--- src/logic/synth_cfg_consts.svh ---
// constants of the synthesizer configuration field block: offsets, fields, resets
// assumes a 32-bit AXI4-Lite register bus with byte addresses
//
// What this block does
// - fastlock gain: 0 high impedance, n is n units
// - output divider code k (0..19) divides by 2(k+1), codes 20..31 give 0 and are flagged invalid
// - divided path used only when selected
// - source 0 osc, 1 divided, 2 external, 3 reserved
// - output B level 0..47, 48..63 reserved
// - output A level 0..47, 48..63 reserved
// - output B powerdown bit 1 powers it down
// - output A powerdown bit 1 powers it down
// - doubler enable bit doubles reference input
// - polarity 1 negative and reset default
// - steady gain: 0 high impedance, n is n units
// - start core selects calibration core 0..3
// - order 0 integer, 1..3 modulation, 4..7 reserved
// - reference divider n, code 0 divides by 256
// - frequency register write calibrates unless inhibited
// - readback select 1 returns part code
// - dither weak, medium, strong, disabled shuts fraction
`ifndef SYNTH_CFG_CONSTS_SVH
`define SYNTH_CFG_CONSTS_SVH

// ----------------------------------------
// register offsets
// ----------------------------------------
`define OFS_FREQ_CTRL 8'h00
`define OFS_DENOM 8'h04
`define OFS_PUMP 8'h08
`define OFS_REF 8'h0C
`define OFS_OUT 8'h10
`define OFS_STATUS 8'h14

// ----------------------------------------
// field positions
// ----------------------------------------
`define FB_DIV_LSB 0
`define ORDER_LSB 12
`define DITHER_LSB 16
`define CAL_INHIBIT_BIT 20
`define READBACK_SEL_BIT 24
`define STEADY_GAIN_LSB 0
`define FAST_GAIN_LSB 8
`define BLEED_LSB 16
`define POLARITY_BIT 24
`define REF_DIV_LSB 0
`define DOUBLER_BIT 8
`define START_CORE_LSB 16
`define OUT_DIV_LSB 0
`define A_SRC_LSB 8
`define B_SRC_LSB 10
`define A_LEVEL_LSB 16
`define B_LEVEL_LSB 24
`define A_PD_BIT 30
`define B_PD_BIT 31
`define LAST_INHIBIT_BIT 8

// ----------------------------------------
// writable masks and reset values
// ----------------------------------------
`define MASK_FREQ 32'h0113_7FFF
`define MASK_DENOM 32'h003F_FFFF
`define MASK_PUMP 32'h013F_1F1F
`define MASK_REF 32'h0003_01FF
`define MASK_OUT 32'hFF3F_0F1F
`define RST_FREQ 32'h0000_0000
`define RST_DENOM 32'h0000_0000
`define RST_PUMP 32'h0100_0000
`define RST_REF 32'h0000_0001
`define RST_OUT 32'h0000_0000

// ----------------------------------------
// code limits and bus answers
// ----------------------------------------
`define OUT_DIV_LAST 5'h13
`define LEVEL_MAX 6'h2F
`define REF_DIV_ZERO_RATIO 9'h100
`define RESP_OKAY 2'b00
`define RESP_SLVERR 2'b10

`endif

--- src/logic/synth_cfg_pkg.sv ---
// types shared by the configuration field block and its decoders
// assumes the constants header for field widths of the register map
package synth_cfg_pkg;

    typedef enum logic [1:0] {
        SRC_OSC = 2'h0,
        SRC_DIV = 2'h1,
        SRC_EXT = 2'h2,
        SRC_RSVD = 2'h3
    } src_sel_e;

    typedef logic [7:0] addr_t;

    typedef struct packed {
        logic awReady;
        logic wReady;
        logic awHeld;
        addr_t awAddr;
        logic wHeld;
        logic [31:0] wData;
        logic [3:0] wStrb;
        logic bValid;
        logic [1:0] bResp;
        logic arReady;
        logic rValid;
        logic [1:0] rResp;
        logic [31:0] rData;
        logic [31:0] freqReg;
        logic [31:0] denReg;
        logic [31:0] pumpReg;
        logic [31:0] refReg;
        logic [31:0] outReg;
        logic [7:0] calCount;
        logic lastInhibited;
        logic calArm;
        logic calStart;
        logic [4:0] pumpCurrent;
        logic pumpTristate;
        logic pumpNegative;
        logic refDoublerOn;
        logic [8:0] refDivRatio;
        logic integerMode;
        logic orderReserved;
        logic fracShutdown;
        logic [5:0] outDivRatio;
        logic outDivInvalid;
        logic outDivEnable;
        logic [2:0] outARoute;
        logic [2:0] outBRoute;
        logic outALevelValid;
        logic outBLevelValid;
        logic outAEnable;
        logic outBEnable;
    } cfg_state_s;

endpackage : synth_cfg_pkg

--- src/logic/synth_config_field_decode.sv ---
// register bank and field decode of a fractional-N synthesizer configuration
// assumes an AXI4-Lite master on ref_clk and a same-clock fastlock state input
`timescale 1ns/1ps
`include "synth_cfg_consts.svh"
module synth_config_field_decode #(
    parameter logic [31:0] PART_CODE = 32'h0000_5A5A // arbitrary value
) (
    input wire logic ref_clk,
    input wire logic srst,
    input wire logic awvalid,
    output logic awready,
    input wire logic [7:0] awaddr,
    input wire logic wvalid,
    output logic wready,
    input wire logic [31:0] wdata,
    input wire logic [3:0] wstrb,
    output logic bvalid,
    input wire logic bready,
    output logic [1:0] bresp,
    input wire logic arvalid,
    output logic arready,
    input wire logic [7:0] araddr,
    output logic rvalid,
    input wire logic rready,
    output logic [31:0] rdata,
    output logic [1:0] rresp,
    input wire logic fastlockEngaged,
    output logic [4:0] pumpCurrent,
    output logic pumpTristate,
    output logic pumpNegative,
    output logic [5:0] bleedSetting,
    output logic refDoublerOn,
    output logic [8:0] refDivRatio,
    output logic [2:0] modulatorOrder,
    output logic integerMode,
    output logic orderReserved,
    output logic [1:0] ditherMode,
    output logic fracShutdown,
    output logic [11:0] fbDivider,
    output logic [21:0] fractionDenominator,
    output logic [5:0] outDivRatio,
    output logic outDivInvalid,
    output logic outDivEnable,
    output logic [2:0] outARoute,
    output logic [2:0] outBRoute,
    output logic [5:0] outALevel,
    output logic [5:0] outBLevel,
    output logic outALevelValid,
    output logic outBLevelValid,
    output logic outAEnable,
    output logic outBEnable,
    output logic [1:0] startCore,
    output logic calStart,
    output logic readbackPartCode
);
    // ----------------------------------------
    // state and helpers
    // ----------------------------------------
    synth_cfg_pkg::cfg_state_s s_q;
    synth_cfg_pkg::cfg_state_s s_d;
    logic [4:0] steadyUnits;
    logic steadyHiZ;
    logic [4:0] fastUnits;
    logic fastHiZ;
    logic [2:0] aRoute;
    logic [2:0] bRoute;
    logic aLevelOk;
    logic bLevelOk;
    logic aOn;
    logic bOn;
    logic wrGo;
    logic freqWr;
    logic freqNewInhibit;
    logic rdGo;

    function automatic logic [31:0] mergeWord(
        input logic [31:0] old,
        input logic [31:0] data,
        input logic [3:0] strb,
        input logic [31:0] mask
    );
        logic [31:0] lanes;
        lanes = {{8{strb[3]}}, {8{strb[2]}}, {8{strb[1]}}, {8{strb[0]}}};
        return ((old & ~lanes) | (data & lanes)) & mask;
    endfunction : mergeWord

    function automatic logic [5:0] divRatio(input logic [4:0] code);
        if (code > `OUT_DIV_LAST)
            return 6'h00;
        return 6'({code, 1'b0}) + 6'h02;
    endfunction : divRatio

    // ----------------------------------------
    // field decoders
    // ----------------------------------------
    pump_gain_decode u_steady_gain (
        .gainCode(s_q.pumpReg[`STEADY_GAIN_LSB +: 5]),
        .unitCount(steadyUnits),
        .highImpedance(steadyHiZ)
    );

    pump_gain_decode u_fast_gain (
        .gainCode(s_q.pumpReg[`FAST_GAIN_LSB +: 5]),
        .unitCount(fastUnits),
        .highImpedance(fastHiZ)
    );

    out_route_decode u_route_a (
        .srcSel(s_q.outReg[`A_SRC_LSB +: 2]),
        .level(s_q.outReg[`A_LEVEL_LSB +: 6]),
        .powerdown(s_q.outReg[`A_PD_BIT]),
        .route(aRoute),
        .levelValid(aLevelOk),
        .enable(aOn)
    );

    out_route_decode u_route_b (
        .srcSel(s_q.outReg[`B_SRC_LSB +: 2]),
        .level(s_q.outReg[`B_LEVEL_LSB +: 6]),
        .powerdown(s_q.outReg[`B_PD_BIT]),
        .route(bRoute),
        .levelValid(bLevelOk),
        .enable(bOn)
    );

    // ----------------------------------------
    // next state
    // ----------------------------------------
    always_comb
    begin
        logic [31:0] newFreq;
        logic mapped;
        newFreq = mergeWord(s_q.freqReg, s_q.wData, s_q.wStrb, `MASK_FREQ);
        mapped = 1'b0;
        s_d = s_q;
        wrGo = s_q.awHeld && s_q.wHeld && !s_q.bValid;
        freqWr = wrGo && (s_q.awAddr == `OFS_FREQ_CTRL);
        freqNewInhibit = newFreq[`CAL_INHIBIT_BIT];
        rdGo = s_q.arReady && arvalid;
        s_d.calStart = s_q.calArm;
        s_d.calArm = 1'b0;
        if (s_q.awReady && awvalid)
        begin
            s_d.awHeld = 1'b1;
            s_d.awAddr = awaddr;
        end
        if (s_q.wReady && wvalid)
        begin
            s_d.wHeld = 1'b1;
            s_d.wData = wdata;
            s_d.wStrb = wstrb;
        end
        if (s_q.bValid && bready)
            s_d.bValid = 1'b0;
        if (wrGo)
        begin
            s_d.awHeld = 1'b0;
            s_d.wHeld = 1'b0;
            s_d.bValid = 1'b1;
            s_d.bResp = `RESP_OKAY;
            // reserved and invalid codes are kept as written
            case (s_q.awAddr)
                `OFS_FREQ_CTRL:
                begin
                    s_d.freqReg = newFreq;
                    s_d.lastInhibited = freqNewInhibit;
                    if (!freqNewInhibit)
                    begin
                        s_d.calArm = 1'b1;
                        s_d.calCount = s_q.calCount + 8'h01;
                    end
                end
                `OFS_DENOM: s_d.denReg = mergeWord(s_q.denReg, s_q.wData, s_q.wStrb, `MASK_DENOM);
                `OFS_PUMP: s_d.pumpReg = mergeWord(s_q.pumpReg, s_q.wData, s_q.wStrb, `MASK_PUMP);
                `OFS_REF: s_d.refReg = mergeWord(s_q.refReg, s_q.wData, s_q.wStrb, `MASK_REF);
                `OFS_OUT: s_d.outReg = mergeWord(s_q.outReg, s_q.wData, s_q.wStrb, `MASK_OUT);
                `OFS_STATUS: s_d.bResp = `RESP_OKAY;
                default: s_d.bResp = `RESP_SLVERR;
            endcase
        end
        if (s_q.rValid && rready)
            s_d.rValid = 1'b0;
        if (rdGo)
        begin
            s_d.rValid = 1'b1;
            s_d.rResp = `RESP_OKAY;
            mapped = 1'b1;
            case (araddr)
                `OFS_FREQ_CTRL: s_d.rData = s_q.freqReg;
                `OFS_DENOM: s_d.rData = s_q.denReg;
                `OFS_PUMP: s_d.rData = s_q.pumpReg;
                `OFS_REF: s_d.rData = s_q.refReg;
                `OFS_OUT: s_d.rData = s_q.outReg;
                `OFS_STATUS: s_d.rData = {23'h0, s_q.lastInhibited, s_q.calCount};
                default:
                begin
                    mapped = 1'b0;
                    s_d.rData = 32'h0000_0000;
                    s_d.rResp = `RESP_SLVERR;
                end
            endcase
            // the select stays writable so software can always switch back
            if (mapped && s_q.freqReg[`READBACK_SEL_BIT])
                s_d.rData = PART_CODE;
        end
        s_d.awReady = !s_d.awHeld && !s_d.bValid;
        s_d.wReady = !s_d.wHeld && !s_d.bValid;
        s_d.arReady = !s_d.rValid;
        // decoded settings trail the stored word by one cycle
        s_d.pumpCurrent = fastlockEngaged ? fastUnits : steadyUnits;
        s_d.pumpTristate = fastlockEngaged ? fastHiZ : steadyHiZ;
        s_d.pumpNegative = s_q.pumpReg[`POLARITY_BIT];
        s_d.refDoublerOn = s_q.refReg[`DOUBLER_BIT];
        if (s_q.refReg[`REF_DIV_LSB +: 8] == 8'h00)
            s_d.refDivRatio = `REF_DIV_ZERO_RATIO;
        else
            s_d.refDivRatio = {1'b0, s_q.refReg[`REF_DIV_LSB +: 8]};
        s_d.integerMode = (s_q.freqReg[`ORDER_LSB +: 3] == 3'h0);
        s_d.orderReserved = s_q.freqReg[`ORDER_LSB + 2];
        s_d.fracShutdown = (s_q.freqReg[`DITHER_LSB +: 2] == 2'h3);
        s_d.outDivRatio = divRatio(s_q.outReg[`OUT_DIV_LSB +: 5]);
        s_d.outDivInvalid = (s_q.outReg[`OUT_DIV_LSB +: 5] > `OUT_DIV_LAST);
        s_d.outDivEnable = (aRoute[1] && aOn) || (bRoute[1] && bOn);
        s_d.outARoute = aRoute;
        s_d.outBRoute = bRoute;
        s_d.outALevelValid = aLevelOk;
        s_d.outBLevelValid = bLevelOk;
        s_d.outAEnable = aOn;
        s_d.outBEnable = bOn;
    end

    // ----------------------------------------
    // state register
    // ----------------------------------------
    always_ff @(posedge ref_clk)
    begin
        if (srst)
        begin
            s_q <= '0;
            s_q.freqReg <= `RST_FREQ;
            s_q.denReg <= `RST_DENOM;
            s_q.pumpReg <= `RST_PUMP;
            s_q.refReg <= `RST_REF;
            s_q.outReg <= `RST_OUT;
            s_q.pumpTristate <= 1'b1;
            s_q.pumpNegative <= 1'b1;
            s_q.refDivRatio <= 9'h001;
            s_q.integerMode <= 1'b1;
            s_q.outDivRatio <= 6'h02;
        end
        else
            s_q <= s_d;
    end

    // ----------------------------------------
    // outputs
    // ----------------------------------------
    assign awready = s_q.awReady;
    assign wready = s_q.wReady;
    assign bvalid = s_q.bValid;
    assign bresp = s_q.bResp;
    assign arready = s_q.arReady;
    assign rvalid = s_q.rValid;
    assign rdata = s_q.rData;
    assign rresp = s_q.rResp;
    assign pumpCurrent = s_q.pumpCurrent;
    assign pumpTristate = s_q.pumpTristate;
    assign pumpNegative = s_q.pumpNegative;
    assign bleedSetting = s_q.pumpReg[`BLEED_LSB +: 6];
    assign refDoublerOn = s_q.refDoublerOn;
    assign refDivRatio = s_q.refDivRatio;
    assign modulatorOrder = s_q.freqReg[`ORDER_LSB +: 3];
    assign integerMode = s_q.integerMode;
    assign orderReserved = s_q.orderReserved;
    assign ditherMode = s_q.freqReg[`DITHER_LSB +: 2];
    assign fracShutdown = s_q.fracShutdown;
    assign fbDivider = s_q.freqReg[`FB_DIV_LSB +: 12];
    assign fractionDenominator = s_q.denReg[21:0];
    assign outDivRatio = s_q.outDivRatio;
    assign outDivInvalid = s_q.outDivInvalid;
    assign outDivEnable = s_q.outDivEnable;
    assign outARoute = s_q.outARoute;
    assign outBRoute = s_q.outBRoute;
    assign outALevel = s_q.outReg[`A_LEVEL_LSB +: 6];
    assign outBLevel = s_q.outReg[`B_LEVEL_LSB +: 6];
    assign outALevelValid = s_q.outALevelValid;
    assign outBLevelValid = s_q.outBLevelValid;
    assign outAEnable = s_q.outAEnable;
    assign outBEnable = s_q.outBEnable;
    assign startCore = s_q.refReg[`START_CORE_LSB +: 2];
    assign calStart = s_q.calStart;
    assign readbackPartCode = s_q.freqReg[`READBACK_SEL_BIT];

    // ----------------------------------------
    // checks
    // ----------------------------------------
    a_cal_on_write: assert property (@(posedge ref_clk) disable iff (srst)
        (freqWr && !freqNewInhibit) |-> ##2 calStart)
        else $error("calibration not started after frequency write");
    a_cal_inhibited: assert property (@(posedge ref_clk) disable iff (srst)
        (freqWr && freqNewInhibit) |-> ##2 !calStart)
        else $error("calibration started although inhibited");
    a_cal_cause: assert property (@(posedge ref_clk) disable iff (srst)
        calStart |-> $past(freqWr, 2) && !$past(freqNewInhibit, 2))
        else $error("calibration pulse without a frequency write");
    a_pump_fastlock: assert property (@(posedge ref_clk) disable iff (srst)
        (fastlockEngaged && $stable(s_q.pumpReg)) |=>
        (pumpCurrent == $past(s_q.pumpReg[`FAST_GAIN_LSB +: 5]))
        && (pumpTristate == ($past(s_q.pumpReg[`FAST_GAIN_LSB +: 5]) == 5'h00)))
        else $error("fastlock pump current wrong");
    a_pump_steady: assert property (@(posedge ref_clk) disable iff (srst)
        (!fastlockEngaged && $stable(s_q.pumpReg)) |=>
        (pumpCurrent == $past(s_q.pumpReg[`STEADY_GAIN_LSB +: 5]))
        && (pumpTristate == ($past(s_q.pumpReg[`STEADY_GAIN_LSB +: 5]) == 5'h00)))
        else $error("steady pump current wrong");
    a_ref_div_zero: assert property (@(posedge ref_clk) disable iff (srst)
        ($stable(s_q.refReg) && s_q.refReg[`REF_DIV_LSB +: 8] == 8'h00) |=> refDivRatio == 9'h100)
        else $error("reference divide by 256 missing");
    a_out_div_ratio: assert property (@(posedge ref_clk) disable iff (srst)
        ($stable(s_q.outReg) && s_q.outReg[`OUT_DIV_LSB +: 5] <= `OUT_DIV_LAST) |=>
        (outDivRatio == 6'({$past(s_q.outReg[`OUT_DIV_LSB +: 5]), 1'b0}) + 6'h02)
        && !outDivInvalid)
        else $error("output divide ratio wrong");
    a_div_path_only: assert property (@(posedge ref_clk) disable iff (srst)
        outDivEnable |-> (outARoute == 3'h2 && outAEnable) || (outBRoute == 3'h2 && outBEnable))
        else $error("divider enabled with no divided output");
    a_shutdown_dither: assert property (@(posedge ref_clk) disable iff (srst)
        ##1 (fracShutdown == $past(s_q.freqReg[`DITHER_LSB +: 2] == 2'h3)))
        else $error("fraction shutdown does not follow dither code");
    a_readback_code: assert property (@(posedge ref_clk) disable iff (srst)
        (rdGo && araddr <= `OFS_STATUS && araddr[1:0] == 2'h0 && readbackPartCode) |=>
        rvalid && rdata == PART_CODE)
        else $error("part code not returned");
    a_bresp_hold: assert property (@(posedge ref_clk) disable iff (srst)
        (bvalid && !bready) |=> bvalid && $stable(bresp))
        else $error("write response dropped");
endmodule : synth_config_field_decode

--- src/logic/pump_gain_decode.sv ---
// charge pump gain code to current in unit steps
// assumes a stored 5-bit gain code from the register bank
`timescale 1ns/1ps
module pump_gain_decode (
    input wire logic [4:0] gainCode,
    output logic [4:0] unitCount,
    output logic highImpedance
);
    // ----------------------------------------
    // decode
    // ----------------------------------------
    always_comb
    begin
        unitCount = gainCode;
        highImpedance = (gainCode == 5'h00);
    end
endmodule : pump_gain_decode

--- src/logic/out_route_decode.sv ---
// one output's source, level and powerdown decode
// assumes stored codes; reserved codes give no route at all
`timescale 1ns/1ps
`include "synth_cfg_consts.svh"
module out_route_decode (
    input wire logic [1:0] srcSel,
    input wire logic [5:0] level,
    input wire logic powerdown,
    output logic [2:0] route,
    output logic levelValid,
    output logic enable
);
    // ----------------------------------------
    // decode
    // ----------------------------------------
    always_comb
    begin
        route = 3'h0;
        case (synth_cfg_pkg::src_sel_e'(srcSel))
            synth_cfg_pkg::SRC_OSC: route = 3'h1;
            synth_cfg_pkg::SRC_DIV: route = 3'h2;
            synth_cfg_pkg::SRC_EXT: route = 3'h4;
            default: route = 3'h0;
        endcase
        // reserved levels are held but flagged, the driver may do anything
        levelValid = (level <= `LEVEL_MAX);
        enable = ~powerdown;
    end
endmodule : out_route_decode

--- config.mk ---
export PLATFORM = sky130hd
export DESIGN_NAME = synth_config_field_decode
export DESIGN_NICKNAME = d
export VERILOG_FILES = /design/src/logic/synth_cfg_pkg.sv /design/src/logic/synth_config_field_decode.sv /design/src/logic/pump_gain_decode.sv /design/src/logic/out_route_decode.sv
export VERILOG_INCLUDE_DIRS = /design/src /design/src/logic
export SDC_FILE = /design/constraint.sdc
export NUM_CORES = 1
export LEC_CHECK = 0
export ABC_AREA = 1
export BUFFER_PORTS_ARGS = -buffer_cell sky130_fd_sc_hd__clkbuf_2
export CAP_MARGIN = 20
export CORE_MARGIN = 5
export CORE_UTILIZATION = 25
export DETAILED_ROUTE_END_ITERATION = 10
export GPL_ROUTABILITY_DRIVEN = 0
export SETUP_SLACK_MARGIN = 0.3
export SYNTH_ARGS = -nofsm -noshare
export SYNTH_HDL_FRONTEND = slang
export SYNTH_SLANG_ARGS = --single-unit
--- constraint.sdc ---
create_clock -name ref_clk -period 1.7 [get_ports ref_clk]
set_input_delay 0.34 -clock ref_clk [delete_from_list [all_inputs] [get_ports ref_clk]]
set_output_delay 0.34 -clock ref_clk [all_outputs]
set_load 0.02 [all_outputs]
==> impl_summary.txt <==
----------------------------------------------------
[Clock tree]
  CTS sink count ... 220
  Clock Latency Late Sink ... 0.53 ns
  Clock Tree Root ... sky130_fd_sc_hd__clkbuf_16
  TritonCTS clock tree ... done
  Total number of H-tree levels ... 1
  CTS max path bufs ... 3
  Number of buffers inserted for hold repair after clock tree synthesis ... 0
  Cts bufs inserted ... 25
  Clock-pin slew on the worst setup and hold paths ... 0.06 ns

[Pwr]
  Flop pwr share ... 45.3%
  Internal power ... 8.994 mW
  Cell area power density ... 866.9 nW/um2
  Part of the total power dissipated in the clock network ... between 40 and 50%
  Leakage power figure ... 5.463 nW
  Peak ir drop on the vdd network ... 0.5850 mV
  Switching share of power ... 24.95%
  Power share of the combinational group ... 8.2%
  Reported net switching power ... approximately 3.0 mW

[Timing]
  Hold Violations, Final ... 0
  Final setup violation count ... 0
  Crit path time final ... ~1.6 ns
  Worst Skew ... 0.01245 ns
  Achievable frequency ... 0.6230 GHz
  Setup repair after global routing missed its margin ... yes
  Transition time at the pin with the least slew margin ... approximately 0.55 ns
  Worst slew margin ... 63.07%
  Part of the cycle the worst path needs ... 94.42%
  Slew Limit Fails ... 0

[Critical path]
  Classification of the worst setup path ... reg2reg
  Arrival time at the worst endpoint ... 2.02 ns
  CP Cell Sequence ... inv_2 -> nor3_4 -> inv_4 -> nor2_8 -> buf_12 -> nand3_4 -> o21ai_1 -> a21oi_1
  Buffers & Inverters on Critical Path ... 3
  Maximum fanout count along the critical path ... 7
  Slowest stage delay, CP ... approximately 0.34 ns
  Capturing element type of the critical path ... flip-flop
  Critical path startpoint category ... flip-flop
  Required @ worst endpoint ... between 2 and 2.5 ns
  Cell class contributing the biggest share of worst-path delay ... simple AND/OR/NAND/NOR gates
  Cell with the largest stage delay on the worst path ... sky130_fd_sc_hd__dfxtp_2

[Synth]
  Cell area after synthesis ... 9733 um2
  Cell variety after synth ... 38
  Adder and majority cell fraction of the synthesized area ... less than 1%
  Top cells by area, synth ... sky130_fd_sc_hd__dfxtp_1 45%, sky130_fd_sc_hd__buf_4 9.8%, sky130_fd_sc_hd__a21oi_1 8.0%
  Post-synthesis xor/xnor area fraction ... less than 1%
  Number of synthesis warnings ... 0
  Number of storage elements in the synthesis netlist ... 220
  Synthesized instance count ... 1271
  Area share of the leading cell type in the synthesized netlist ... 45.25%
  Multiplexer share of the synthesized area ... 0.1028%
  Post-Synthesis Mean Instance Area ... 7.658 um2
  Cell taking the most area after synthesis ... sky130_fd_sc_hd__dfxtp_1
  Simple-Gate Fraction of Synth Area ... about 20%
  Combinational family with the most area after synthesis ... simple AND/OR/NAND/NOR gates
  Fraction of the yosys area taken by sequential cells ... between 40% and 50%
  Compound-cell area share of the yosys netlist ... 16.33%

[Global routing]
  Global-route total usage across every layer ... 15.09%
  Number of global-route vias before repair ... 8591
  Antenna violations before repair ... 2
  Wire length of the first global-routing pass ... 51530 um
  Maximum number of pins on one net before global-route repair ... 55
  Global route overflow ... 0

[Layout]
  Fraction of layout instances using a drive strength above 1 ... between 40% and 50%
  Nets ... 1490
  Cell area after layout ... 13820 um2
  Sequential standard cell area ... 4531 um2
  Growth of design area from synthesis to finish ... 42.04%
  Final standard cell utilization of the core ... 35.85%
  Number of inserted filler cells in the final layout ... a little under 4000
  Multi-input logic area ... ~4500 um2

[Routing]
  Antenna Nets Post-Route ... 0
  Per-cell routed wire length ... 17.78 um
  Via total after detailed routing ... 8868
  Drt first-iter violations ... 524
  Number of detailed-route iterations in the first pass ... 5
  Via count normalized by instance count ... about 4.5
  Post-route DRC violation count ... 0
  Total wire length after detailed routing ... 34970 um

[Die]
  X dimension of the die ... roughly 210 um
  Ports ... 200
  Die height ... a little over 200 um
  Starting utilization of the core area ... 25.24%
  Die outline area ... roughly 43000 um2
  Number of standard-cell rows in the floorplan ... 72
  Core area ... 38560 um2

[Outcome]
  Run status ... completed

[Worst hold path]
  Worst hold path type ... in2reg

[Place]
  Number of buffer cells added on primary ports ... 192
  Area post-placement ... roughly 11000 um2
  Placed wire-length estimate ... 25150 um

[Run]
  Number of max-cap violations ... 0

----------------------------------------------------
what timing repair did:
item	4_1_cts	5_1_grt
buffers inserted	30	14
endpoints found under the hold margin	0	0
cloned	7	2
pin swaps	47	49
gates resized for setup	399	189
setup endpoints to repair	193	182
layout make-up:
class / instances / share of cell area (%)
flip-flops and latches: 220 / 32.77
multi-input cells: 742 / 32.27
repair buffers: 296 / 19.92
clock buffers: 37 / 5.430
well taps: 518 / 4.688
inverters: 142 / 4.018
clock inverters: 9 / 0.7874
repair inverters: 1 / 0.08146
diodes: 2 / 0.03620
layer usage:
layer	share of wire [%]	up-vias	global-route usage, %	wire length, um
li1	-	4348	-	-
met4	2.9	0	5.198	1005
met1	45	4190	19.99	15750
met3	4.8	49	2.720	1694
met2	47	281	24.84	16520
met5	0	-	0	0
logic make-up (layout without fill, tap and decap cells):
| kind of cell | count (synthesis) | count (layout) |
|---|---|---|
| buffers and inverters | 319 | 485 |
| DFF | 220 | 220 |
| other | 1 | 7 |
| and+or+nand+nor | 413 | 419 |
| xor gates and xnor gates | 6 | 6 |
| muxes | 1 | 1 |
| adders and majority gates | 2 | 2 |
| AOI/OAI and AO/OA | 309 | 309 |
synthesized netlist by cell type (all sizes together):
cell and n:
or2 1, nand2 160, nor4 1, o31ai 3
o22ai 8, nand3 74, conb 1, xor2 5
o21ai 134, buf 146, nand4 20, dfxtp 220
nor2 139, inv 141, o211ai 7, clkbuf 31
clkinv 1, nor3 18, mux2i 1, xnor2 1
a21oi 156, a211oi 1, ha 2
tightest hold or removal path: stages:
cell and delay (ns):
sky130_fd_sc_hd__clkbuf_2 0.07, sky130_fd_sc_hd__o21ai_0 0.07, sky130_fd_sc_hd__nor2_1 0.08
layout by cell type (no fill, tap or decap), types with 60 or more instances in the layout:
cell type,instances
sky130_fd_sc_hd__a21oi_1,105
sky130_fd_sc_hd__buf_4,85
sky130_fd_sc_hd__clkbuf_2,84
sky130_fd_sc_hd__clkbuf_8,69
sky130_fd_sc_hd__dfxtp_1,133
sky130_fd_sc_hd__dfxtp_2,80
sky130_fd_sc_hd__inv_1,129
sky130_fd_sc_hd__nand2_1,136
sky130_fd_sc_hd__nor2_1,118
sky130_fd_sc_hd__o21ai_0,60
stage by stage:
step | cells | hold slack, ns | setup slack [ns] | power (mW) | setup TNS [ns]
2_1_floorplan | 1275 | 0.3883 | 0.2674 | 5.945 | 0
3_3_place_gp | 1866 | 0.4112 | -0.06955 | 6.245 | -0.1992
3_5_place_dp | 1866 | 0.4069 | -0.1012 | 6.262 | -0.3770
4_1_cts | 1949 | 0.04520 | 0.1052 | 12.02 | 0
5_1_grt | 1967 | 0.05219 | 0.007776 | 12.42 | 0
6_report | 1967 | 0.06557 | 0.09485 | 11.99 | 0
power by group through the flow:
| stage | Sequential, mW | Clock, mW | Combinational, mW |
|---|---|---|---|
| floorplan | 5.46 | 0 | 0.487 |
| global placement | 5.49 | 0 | 0.752 |
| detailed placement | 5.50 | 0 | 0.765 |
| CTS | 5.41 | 5.70 | 0.915 |
| global route | 5.44 | 5.91 | 1.07 |
| finish | 5.43 | 5.58 | 0.978 |
final timing paths:
path                                start   endpoint  slack, ns  depth (start not counted)
worst max-delay path             s_q[284]  flip-flop       0.09                          8
worst min-delay path            awaddr[5]   s_q[290]       0.07                          3
worst max register to register   s_q[284]  flip-flop       0.09                          8
worst min register to register    s_d[38]   calStart       0.41                          2
(Power assumes the default switching activity.)
